[src/shared/rsc_pkg.sv]
// Package of strap widths, encodings and reset values for the strap loader
package rsc_pkg;
   // Strap field widths
   localparam int RATIO_W = 3;
   localparam int ROM_W = 4;
   localparam int HOST_W = 3;
   localparam int PORT_W = 4;
   localparam int SEQ_W = 2;
   localparam int VEC_W = 32;
   localparam int ETH_N = 4;
   // Pin-side synchroniser depth
   localparam int SYNC_STAGES = 2;
   // Multiplier strap encodings
   localparam logic [2:0] RATIO_CODE_X10 = 3'h4;
   localparam logic [2:0] RATIO_CODE_X2 = 3'h4;
   localparam logic [4:0] PLAT_MULT_X10 = 5'h0A;
   localparam logic [4:0] CORE_MULT_X2 = 5'h02;
   localparam logic [4:0] MEM_MULT_X10 = 5'h0A;
   // Pull-up defaults of straps that have one
   localparam logic [3:0] ROM_DEFAULT = 4'hF;
   localparam logic [2:0] HOST_DEFAULT = 3'h7;
   localparam logic [3:0] PORT_DEFAULT = 4'hF;
   localparam logic [1:0] HOLDOFF_DEFAULT = 2'h3;
   localparam logic [1:0] SEQ_DEFAULT = 2'h3;
   localparam logic MEMTYPE_DEFAULT = 1'b1;
   localparam logic CTLEN_DEFAULT = 1'b1;
   localparam logic [3:0] ETH_DEFAULT = 4'hF;
   localparam logic REFCLK_DEFAULT = 1'b1;
   // Decoded values
   localparam logic [3:0] ROM_LOCAL_GPCS32 = 4'hF;
   localparam logic [2:0] HOST_ALL_ROOT = 3'h7;
   localparam logic [3:0] PORT_SRIO_X4 = 4'hC;
   localparam logic [1:0] SEQ_DISABLED = 2'h3;
   localparam logic MEMTYPE_DDR2 = 1'b0;
   localparam logic ETH_SERIAL = 1'b0;
   localparam logic REFCLK_125 = 1'b1;
   localparam logic HOLD_RELEASE = 1'b1;
   // Loader states
   typedef enum logic [2:0] {
      RSC_RESET = 3'b001,
      RSC_SAMPLE = 3'b010,
      RSC_RUN = 3'b100
   } rsc_state_t;
endpackage

[src/hdl/rsc_loader.sv]
// Reset strap capture and decode for a dual-core processor
//
// Operation
// Straps captured while master reset is held; configuration follows.
// Board logic generates master reset locally from its own reset circuitry.
// Board logic drives straps from switches or fixed board values.
// Straps with pull-ups read as one when undriven during reset.
// Platform ratio strap 100 gives platform clock ten times system clock.
// Core ratio strap 100 runs that core at twice the platform clock.
// Memory ratio strap 100 gives memory clock ten times reference clock.
// ROM strap 1111 selects 32-bit local-bus ROM on chip-select machine.
// Host strap 111 makes the processor root complex on all interfaces.
// Port strap 1100 selects four-lane serial link, 3.125 Gbps, 125 MHz.
// Hold-off straps 10: first core boots, second core held off.
// Sequencer strap 11 disables the boot sequencer; no serial ROM read.
// Memory type 0 selects DDR2 memory, clock enable low in reset.
// Controller-enable 0 puts Ethernet ports three and four serial.
// Ethernet mode strap 0 puts that controller in serial interface mode.
// Serial lane reference strap 1 selects a 125 MHz reference clock.
// A 32-bit general vector is captured at reset into a register.
// Board holds straps stable across reset then releases shared pins.
// Board may leave pulled-up straps undriven when value equals default.
`timescale 1ns/1ps
module rsc_loader
   import rsc_pkg::*;
(
   // Clock and master reset
   input wire logic CLK_IN,
   input wire logic RST_IN,
   // Clock ratio straps
   input wire logic [rsc_pkg::RATIO_W-1:0] PLAT_RATIO_STRAP_IN,
   input wire logic [rsc_pkg::RATIO_W-1:0] FIRST_CORE_CLOCK_RATIO_STRAP_IN,
   input wire logic [rsc_pkg::RATIO_W-1:0] SECOND_CORE_CLOCK_RATIO_STRAP_IN,
   input wire logic [rsc_pkg::RATIO_W-1:0] MEM_RATIO_STRAP_IN,
   // Boot and role straps, value plus drive-present flags
   input wire logic [rsc_pkg::ROM_W-1:0] ROM_LOC_STRAP_IN,
   input wire logic [rsc_pkg::ROM_W-1:0] ROM_LOC_DRIVEN_IN,
   input wire logic [rsc_pkg::HOST_W-1:0] HOST_ROLE_STRAP_IN,
   input wire logic [rsc_pkg::HOST_W-1:0] HOST_ROLE_DRIVEN_IN,
   input wire logic [rsc_pkg::PORT_W-1:0] PORT_SEL_STRAP_IN,
   input wire logic [rsc_pkg::PORT_W-1:0] PORT_SEL_DRIVEN_IN,
   input wire logic FIRST_CORE_BOOT_HOLDOFF_STRAP_IN,
   input wire logic SECOND_CORE_BOOT_HOLDOFF_STRAP_IN,
   input wire logic [1:0] HOLDOFF_DRIVEN_IN,
   input wire logic [rsc_pkg::SEQ_W-1:0] BOOT_SEQ_STRAP_IN,
   input wire logic [rsc_pkg::SEQ_W-1:0] BOOT_SEQ_DRIVEN_IN,
   // Memory and Ethernet straps, value plus drive-present flags
   input wire logic MEM_TYPE_STRAP_IN,
   input wire logic MEM_TYPE_DRIVEN_IN,
   input wire logic CTL_EN_STRAP_IN,
   input wire logic CTL_EN_DRIVEN_IN,
   input wire logic ETH1_SERIAL_MODE_STRAP_IN,
   input wire logic ETH2_SERIAL_MODE_STRAP_IN,
   input wire logic ETH3_SERIAL_MODE_STRAP_IN,
   input wire logic ETH4_SERIAL_MODE_STRAP_IN,
   input wire logic [rsc_pkg::ETH_N-1:0] ETH_MODE_DRIVEN_IN,
   input wire logic REFCLK_SEL_STRAP_IN,
   input wire logic REFCLK_SEL_DRIVEN_IN,
   // General configuration vector from local address/data pins
   input wire logic [rsc_pkg::VEC_W-1:0] GEN_VECTOR_IN,
   // Raw captured straps
   output logic [rsc_pkg::RATIO_W-1:0] PLAT_RATIO_OUT,
   output logic [rsc_pkg::RATIO_W-1:0] FIRST_CORE_RATIO_OUT,
   output logic [rsc_pkg::RATIO_W-1:0] SECOND_CORE_RATIO_OUT,
   output logic [rsc_pkg::RATIO_W-1:0] MEM_RATIO_OUT,
   output logic [rsc_pkg::ROM_W-1:0] ROM_LOC_OUT,
   output logic [rsc_pkg::HOST_W-1:0] HOST_ROLE_OUT,
   output logic [rsc_pkg::PORT_W-1:0] PORT_SEL_OUT,
   // Decoded clock multipliers, zero for unsupported codes
   output logic [4:0] PLAT_MULT_OUT,
   output logic [4:0] FIRST_CORE_MULT_OUT,
   output logic [4:0] SECOND_CORE_MULT_OUT,
   output logic [4:0] MEM_MULT_OUT,
   // Decoded boot and role settings
   output logic BOOT_LOCAL_ROM32_OUT,
   output logic ROOT_COMPLEX_ALL_OUT,
   output logic SRIO_X4_3G125_OUT,
   output logic FIRST_CORE_RUN_OUT,
   output logic SECOND_CORE_RUN_OUT,
   output logic BOOT_SEQ_EN_OUT,
   // Decoded memory and Ethernet settings
   output logic MEM_DDR2_OUT,
   output logic MEM_CKE_OUT,
   output logic CTL_EN_OUT,
   output logic [rsc_pkg::ETH_N-1:0] ETH_SERIAL_OUT,
   output logic REFCLK_125_OUT,
   // General reset vector register and status
   output logic [rsc_pkg::VEC_W-1:0] GENERAL_RESET_VECTOR_REGISTER_OUT,
   output logic CONFIG_VALID_OUT
);
   localparam int SEL_W = 4 * RATIO_W + ROM_W + HOST_W + PORT_W + 2 + SEQ_W
      + 3 + ETH_N;
   localparam int RAW_W = SEL_W + VEC_W;

   rsc_state_t state;
   rsc_state_t next_state;
   logic [RAW_W-1:0] pins_raw;
   logic [RAW_W-1:0] pins_sync;
   logic [SEL_W-1:0] drv_sync;
   logic [SEL_W-1:0] drv_raw;
   logic [SEL_W-1:0] dflt;
   logic [SEL_W-1:0] resolved;
   logic [SEL_W-1:0] cap;
   logic [1:0] holdoff_raw;
   logic [1:0] holdoff;
   logic [ETH_N-1:0] eth_raw;
   logic [SEQ_W-1:0] seq;
   logic mem_type;
   logic ctl_en;
   logic [ETH_N-1:0] eth_mode;
   logic refclk;

   // Ratio codes: returns multiplier, zero for codes not supported
   function automatic logic [4:0] ratio_mult(input logic [2:0] code,
                                             input logic [2:0] match,
                                             input logic [4:0] mult);
      ratio_mult = (code == match) ? mult : 5'h00;
   endfunction

   // Value-or-pull-up: undriven bits read as their default
   function automatic logic [SEL_W-1:0] pull(input logic [SEL_W-1:0] v,
                                             input logic [SEL_W-1:0] d,
                                             input logic [SEL_W-1:0] p);
      pull = (v & d) | (p & ~d);
   endfunction

   // Gather pins into one vector so one synchroniser serves them all
   assign holdoff_raw = {FIRST_CORE_BOOT_HOLDOFF_STRAP_IN,
                         SECOND_CORE_BOOT_HOLDOFF_STRAP_IN};
   assign eth_raw = {ETH4_SERIAL_MODE_STRAP_IN, ETH3_SERIAL_MODE_STRAP_IN,
                     ETH2_SERIAL_MODE_STRAP_IN, ETH1_SERIAL_MODE_STRAP_IN};
   assign pins_raw = {GEN_VECTOR_IN,
                      PLAT_RATIO_STRAP_IN, FIRST_CORE_CLOCK_RATIO_STRAP_IN,
                      SECOND_CORE_CLOCK_RATIO_STRAP_IN, MEM_RATIO_STRAP_IN,
                      ROM_LOC_STRAP_IN, HOST_ROLE_STRAP_IN, PORT_SEL_STRAP_IN,
                      holdoff_raw, BOOT_SEQ_STRAP_IN, MEM_TYPE_STRAP_IN,
                      CTL_EN_STRAP_IN, REFCLK_SEL_STRAP_IN, eth_raw};
   // Ratio straps have no pull-up, so they always count as driven
   assign drv_raw = {{(4 * RATIO_W){1'b1}}, ROM_LOC_DRIVEN_IN,
                     HOST_ROLE_DRIVEN_IN, PORT_SEL_DRIVEN_IN,
                     HOLDOFF_DRIVEN_IN, BOOT_SEQ_DRIVEN_IN,
                     MEM_TYPE_DRIVEN_IN, CTL_EN_DRIVEN_IN,
                     REFCLK_SEL_DRIVEN_IN, ETH_MODE_DRIVEN_IN};
   assign dflt = {{(4 * RATIO_W){1'b0}}, ROM_DEFAULT, HOST_DEFAULT,
                  PORT_DEFAULT, HOLDOFF_DEFAULT, SEQ_DEFAULT, MEMTYPE_DEFAULT,
                  CTLEN_DEFAULT, REFCLK_DEFAULT, ETH_DEFAULT};

   // Strap pins come from the board, outside this clock domain
   rsc_sync #(
      .WIDTH(RAW_W)
   ) u_pin_sync (
      .clk_in(CLK_IN),
      .rst_in(1'b0),
      .d_in(pins_raw),
      .q_out(pins_sync)
   );

   rsc_sync #(
      .WIDTH(SEL_W)
   ) u_drv_sync (
      .clk_in(CLK_IN),
      .rst_in(1'b0),
      .d_in(drv_raw),
      .q_out(drv_sync)
   );

   // Undriven pulled-up straps resolve to their default
   assign resolved = pull(pins_sync[SEL_W-1:0], drv_sync, dflt);

   // Sequencer: reset state throughout reset, then sample and run on the two edges after release
   always_comb begin
      next_state = state;
      case (state)
         RSC_RESET: next_state = RSC_SAMPLE;
         RSC_SAMPLE: next_state = RSC_RUN;
         RSC_RUN: next_state = RSC_RUN;
         default: next_state = RSC_RESET;
      endcase
   end

   // Reset is the master reset; clocking continues while it is held
   always_ff @(posedge CLK_IN or posedge RST_IN) begin
      if (RST_IN) begin
         state <= RSC_RESET;
      end else begin
         state <= next_state;
      end
   end

   // Capture runs until two edges after reset falls; the pins must hold to the last edge before release.
   // Async reset cannot load a port, so capture is a plain clocked process
   // gated by the synchronised reset level instead.
   logic [1:0] rst_sync;
   always_ff @(posedge CLK_IN) begin
      rst_sync <= {rst_sync[0], RST_IN};
   end

   always_ff @(posedge CLK_IN) begin
      if (rst_sync[1]) begin
         cap <= resolved;

         GENERAL_RESET_VECTOR_REGISTER_OUT <= pins_sync[RAW_W-1:SEL_W];
      end
   end

   // Field split of the captured word
   assign {PLAT_RATIO_OUT, FIRST_CORE_RATIO_OUT, SECOND_CORE_RATIO_OUT,
           MEM_RATIO_OUT, ROM_LOC_OUT, HOST_ROLE_OUT, PORT_SEL_OUT, holdoff,
           seq, mem_type, ctl_en, refclk, eth_mode} = cap;

   // Clock multiplier decode
   assign PLAT_MULT_OUT = ratio_mult(PLAT_RATIO_OUT, RATIO_CODE_X10,
                                     PLAT_MULT_X10);
   assign FIRST_CORE_MULT_OUT = ratio_mult(FIRST_CORE_RATIO_OUT,
                                           RATIO_CODE_X2, CORE_MULT_X2);
   assign SECOND_CORE_MULT_OUT = ratio_mult(SECOND_CORE_RATIO_OUT,
                                            RATIO_CODE_X2, CORE_MULT_X2);
   assign MEM_MULT_OUT = ratio_mult(MEM_RATIO_OUT, RATIO_CODE_X10,
                                    MEM_MULT_X10);

   // Boot and role decode
   assign BOOT_LOCAL_ROM32_OUT = (ROM_LOC_OUT == ROM_LOCAL_GPCS32);
   assign ROOT_COMPLEX_ALL_OUT = (HOST_ROLE_OUT == HOST_ALL_ROOT);
   assign SRIO_X4_3G125_OUT = (PORT_SEL_OUT == PORT_SRIO_X4);
   // Cores stay held until configuration is valid
   assign FIRST_CORE_RUN_OUT = CONFIG_VALID_OUT
      && (holdoff[1] == HOLD_RELEASE);
   assign SECOND_CORE_RUN_OUT = CONFIG_VALID_OUT
      && (holdoff[0] == HOLD_RELEASE);
   assign BOOT_SEQ_EN_OUT = CONFIG_VALID_OUT
      && (seq != SEQ_DISABLED);

   // Memory and Ethernet decode
   assign MEM_DDR2_OUT = (mem_type == MEMTYPE_DDR2);
   // Clock enable held low throughout reset for DDR2
   assign MEM_CKE_OUT = CONFIG_VALID_OUT || !MEM_DDR2_OUT;
   assign CTL_EN_OUT = (ctl_en == 1'b0);
   // Ports three and four are forced serial when controller enable is on
   assign ETH_SERIAL_OUT = {(eth_mode[3] == ETH_SERIAL) || CTL_EN_OUT,
                            (eth_mode[2] == ETH_SERIAL) || CTL_EN_OUT,
                            eth_mode[1] == ETH_SERIAL,
                            eth_mode[0] == ETH_SERIAL};
   assign REFCLK_125_OUT = (refclk == REFCLK_125);

   // Configuration is valid once the sequencer has passed sample and reached run
   assign CONFIG_VALID_OUT = (state == RSC_RUN);
endmodule

[src/hdl/rsc_sync.sv]
// Two-stage synchroniser for a bus of strap pins
`timescale 1ns/1ps
module rsc_sync #(
   parameter int WIDTH = 1
) (
   // Clock and reset
   input wire logic clk_in,
   input wire logic rst_in,
   // Data
   input wire logic [WIDTH-1:0] d_in,
   output logic [WIDTH-1:0] q_out
);
   logic [WIDTH-1:0] meta;

   // First stage feeds only the second stage
   always_ff @(posedge clk_in or posedge rst_in) begin
      if (rst_in) begin
         meta <= '0;
         q_out <= '0;
      end else begin
         meta <= d_in;
         q_out <= meta;
      end
   end
endmodule

[config.mk]
export PLATFORM = sky130hd
export DESIGN_NAME = rsc_loader
export DESIGN_NICKNAME = d
export VERILOG_FILES = /design/src/shared/rsc_pkg.sv /design/src/hdl/rsc_loader.sv /design/src/hdl/rsc_sync.sv
export SDC_FILE = /design/constraint.sdc
export NUM_CORES = 1
export LEC_CHECK = 0
export BUFFER_PORTS_ARGS = -buffer_cell sky130_fd_sc_hd__buf_2
export CAP_MARGIN = 20
export CORE_ASPECT_RATIO = 1.5
export CORE_UTILIZATION = 54
export CTS_BUF_LIST = sky130_fd_sc_hd__clkbuf_16
export DETAILED_ROUTE_END_ITERATION = 10
export PLACE_DENSITY = 0.86
export SLEW_MARGIN = 10
export SYNTH_ARGS = -nofsm -noshare
export SYNTH_HDL_FRONTEND = slang
export SYNTH_SLANG_ARGS = --single-unit
[constraint.sdc]
create_clock -name CLK_IN -period 3.6 [get_ports CLK_IN]
set_clock_uncertainty 0.05 [all_clocks]
set_input_delay 0 -clock CLK_IN [delete_from_list [all_inputs] [get_ports CLK_IN]]
set_output_delay 0 -clock CLK_IN [all_outputs]
set_load 0.005 [all_outputs]
* Word level (Yosys, flattened, before mapping)
Cells that the tools add are included.
** Storage, ports and cells
- Bits in registers :: 247
- Output and inout bits :: 90
** Cells by class
- Eq/ne operators :: 11
- Reductions and logical operators :: 7
- Bitwise operators :: 9
- Mux-type cells :: 5
** Operator list (number)
- AND 34 bit :: 1
- bitwise OR 34 x 22 -> 34 bit :: 1
- inverter 22 bit :: 1
- == test 3 bit, second input constant :: 6
- == test 4 bit, second input constant :: 2
- two-way mux 4 bit :: 2
- inverter 1 bit :: 6
- case mux 3 bit (2 select lines) :: 1
- two-way mux 2 bit :: 2
- == test 3 x 1 -> 1 bit, second input constant :: 1
- == test 3 x 2 -> 1 bit, second input constant :: 1
- logical AND 1 bit :: 3
- logical OR 1 bit :: 3
- inequality test 2 bit, second input constant :: 1
- OR reduction 2 bit :: 1

* Longest topological paths before layout
- Depth in word-level cells :: 3
- Mapped depth :: 2
- Mapped depth without buffers :: 2

* Cells and area by module
From an unflattened synthesis, not the netlist that was laid out.
** Second synthesis, totals
- Cell total of the unflattened synthesis :: 374
- Area, all modules :: 7791.2 µm²
** Modules (own cells, without submodules)
- rsc_sync (u_pin_sync) :: instances 1, area each 3306.9 µm², cells each 133
- rsc_loader :: instances 1, area each 2778.9 µm², cells each 172
- rsc_sync (u_drv_sync) :: instances 1, area each 1705.4 µm², cells each 69

* Least setup slack after synthesis
No wires, ideal clock.
- Path type :: reg2reg
- From :: reg rst_sync[1]
- To :: reg GENERAL_RESET_VECTOR_REGISTER_OUT[0] (netlist name) (enable)
- Path buffers :: 0
- Setup time :: 0.429 ns
- Arrival :: 1.714 ns
- Required time :: 3.121 ns
- Period minus slack after synthesis :: 2.193 ns
- Stages on the path, launching flop included :: 1
- Slack :: 1.407 ns
- Path through :: dfxtp_1
** RTL lines
- from (decl) :: RTL line rsc_loader.sv:193 : logic [1:0] rst_sync;
- from (signal assigned) :: RTL line rsc_loader.sv:195 : rst_sync <= {rst_sync[0], RST_IN};
- to (signal assigned) :: RTL line rsc_loader.sv:202 : GENERAL_RESET_VECTOR_REGISTER_OUT <= pins_sync[RAW_W-1:SEL_W];
- to (decl) :: RTL line rsc_loader.sv:88 : output logic [rsc_pkg::VEC_W-1:0] GENERAL_RESET_VECTOR_REGISTER_OUT,
No word-level cell between the ends.

* Worst setup path in the final report
- From :: reg rst_sync[1]
- To :: reg cap[28] (enable)
** RTL lines
- to (signal assigned) :: RTL line rsc_loader.sv:200 : cap <= resolved;
- to (decl) :: RTL line rsc_loader.sv:103 : logic [SEL_W-1:0] cap;
No word-level cell between the ends.

==> metrics <==
Slew @ Worst Pin=around 0.86 ns; Sink Count=around 250; FILL cells=approximately 620; synth unique cells=21; vias in the first global route=3384; diode count=0; FP Rows=47; Chip Width=89.7 um; Syn. warnings=0; Final Setup Violations=0; Detail Route Antenna Nets=0; Core Region=around 11000 um^2; final wirelength=11300 um; worst-path maximum fanout=37; share of the synthesized area in the top cell type=0.573; critical path type=reg -> reg; Design Area, Final=8490 um^2; Yosys reg bits=247; clock tree buffer depth=3; largest net degree at the start of global routing=38; Largest stage delay, worst path=0.88 ns; setup ws final=1.81 ns; share of cells above drive strength 1=0.331; DR WL/cell=15.1 um; Post-CTS Resized=0; I/O Buffers=between 150 and 200; CP Capture Type=flop; Vias=between 3000 and 4000; final hold vios=0; Final period util=0.496; RSZ-0062 raised after global routing=no; Slew Viols, Final=0; max_slew headroom=0.428; Nets=just under 700; Die ar.=12000 um^2; fin crit period=1.79 ns; Max Cap Viol=0; Syn-to-layout area delta=36.4%; final setup TNS=0 ns; R2R Path Start=rst_sync[1]; worst hold path class=in -> reg; outcome=finished, final reports clean; initial core utilization=0.560; Max IR drop VDD=0.561 mV; Mapped Cells=335; Top-Level Pins=180; Initial DRC Count=65; grt ovf=0; cell area after synthesis=between 6000 and 7000 um^2; setup bufs post-CTS=0; CP Cell Sequence=buf_4; hold slack=around 0.11 ns; sequential area share after synthesis=0.903; cell area power density=620 nW/um^2; leading area contributor after synthesis=dfxtp_1; Area after DPL=7000 um^2; Arr. time, crit path=1.87 ns; chip height=133 um; CP startpoint kind=flop; delay-heaviest family, CP=flip-flops; CTS tree=built; Setup WS pre-CTS=1.79 ns; hold path startpoint=GEN_VECTOR_IN[3]; GRT Total Usage=0.189; worst path bufs/invs=1; Reg clk slew, reported paths=0.07 ns; first-pass GRT wire length=16300 um; most common cell after layout, fill and taps aside=dfxtp_1; Final HPWL DP=6110 um; CP startpoint=rst_sync[1]; clock root buffer=clkbuf_16; Worst path slowest cell=dfxtp_2; Lkg Pwr=3.71 nW; data required time of the worst path=3.68 ns; CTS Buf Count=20; worst-skew pair later-pin latency=between 0.4 and 0.5 ns; Pre-antenna DRT Iters=4; fmax=560 MHz; synth top area cells=dfxtp_1 (57%), edfxtp_1 (32%), buf_4 (4.7%), nand2b_1 (2.2%), dfrtp_1 (0.80%); H-tree depth=1; DRC Markers=0; Via density=4.22; initial antenna violation count=0; commonest non-fill, non-tap cells in the layout=dfxtp_1 (177), buf_2 (165), dlygate4sd3_1 (90); GP Congestion=around 0.75; Avg Cell Area, Syn=18.6 um^2
[routing by layer]
metal	GRT usage	routed length (um)
met4	0.0705	321
met5	0	0
met3	0.0341	620
met1	0.162	3520
met2	0.394	6810
[Yosys cell counts]
master    instances
inv_1             5
edfxtp_1         66
and3_1            1
xor2_1            1
dfxtp_1         178
a21boi_2          1
o21ai_0           2
nor2_1            1
nor3b_4           1
nand2b_1         22
and2_1            2
buf_4            39
dfrtp_1           2
nor3_1            1
xnor2_1           1
or2_2             1
and4_1            1
conb_1            1
nor3b_1           5
nand2_1           3
dfstp_2           1
[layout make-up]
| type | count | area [um^2] | share of cell area |
|---|---|---|---|
| inverters | 5 | 18.8 | 0.00221 |
| flip-flops and latches | 247 | 5620 | 0.662 |
| well taps | 147 | 184 | 0.0217 |
| clock inverters | 15 | 67.6 | 0.00796 |
| repair buffers | 256 | 1730 | 0.204 |
| multi-input cells | 57 | 339 | 0.0399 |
| clock buffers | 21 | 526 | 0.0619 |
[timing repair]
| action | 4_1_cts | 5_1_grt |
|---|---|---|
| setup endpoints to repair | 0 | 0 |
| hold endpoints to repair | 92 | 0 |
| hold buffers | 90 | 0 |
[where the power goes]
part | internal, mW | switching (mW) | total (mW)
registers | 3.02 | 0.0554 | 3.08
clock network | 1.06 | 0.894 | 1.95
logic | 0.149 | 0.0868 | 0.235
total | 4.23 | 1.04 | 5.27
[flip-flops by register name, indices dropped and copies added (netlist names)]
name and count:
u_pin_sync.meta 66, u_pin_sync.q_out 66, cap 34, GENERAL_RESET_VECTOR_REGISTER_OUT 32, u_drv_sync.meta 22, u_drv_sync.q_out 22
state 3, rst_sync 2
[logic make-up (layout without fill, tap and decap cells)]
group,Yosys count,in the layout,synth area share
xor+xnor,2,2,0.00282
compound gates,3,3,0.00342
other cells,1,14,0.000603
simple gates,38,38,0.0398
flops,247,247,0.903
buf+inv,44,297,0.0501
[worst paths after layout]
path,to,slack (ns),depth (start not counted)
max in group asynchronous,state[0],2.83,4
hold reg to reg,u_pin_sync.q_out[63],0.27,0
min in group asynchronous,state[2],0.46,4
setup / recovery,cap[28],1.81,1
setup reg to reg,cap[28],1.81,1
hold / removal,u_pin_sync.meta[37],0.11,2
[stage by stage]
step / cells / utilization / total power, mW
finish: 748 / 0.764 / 5.27
global route: 748 / 0.764 / 5.44
detailed placement: 622 / 0.630 / 3.29
CTS: 748 / 0.764 / 5.28
floorplan: 348 / - / 3.20
global placement: 622 / 0.630 / 3.28
No activity file was read; power rests on OpenSTA's default activity.
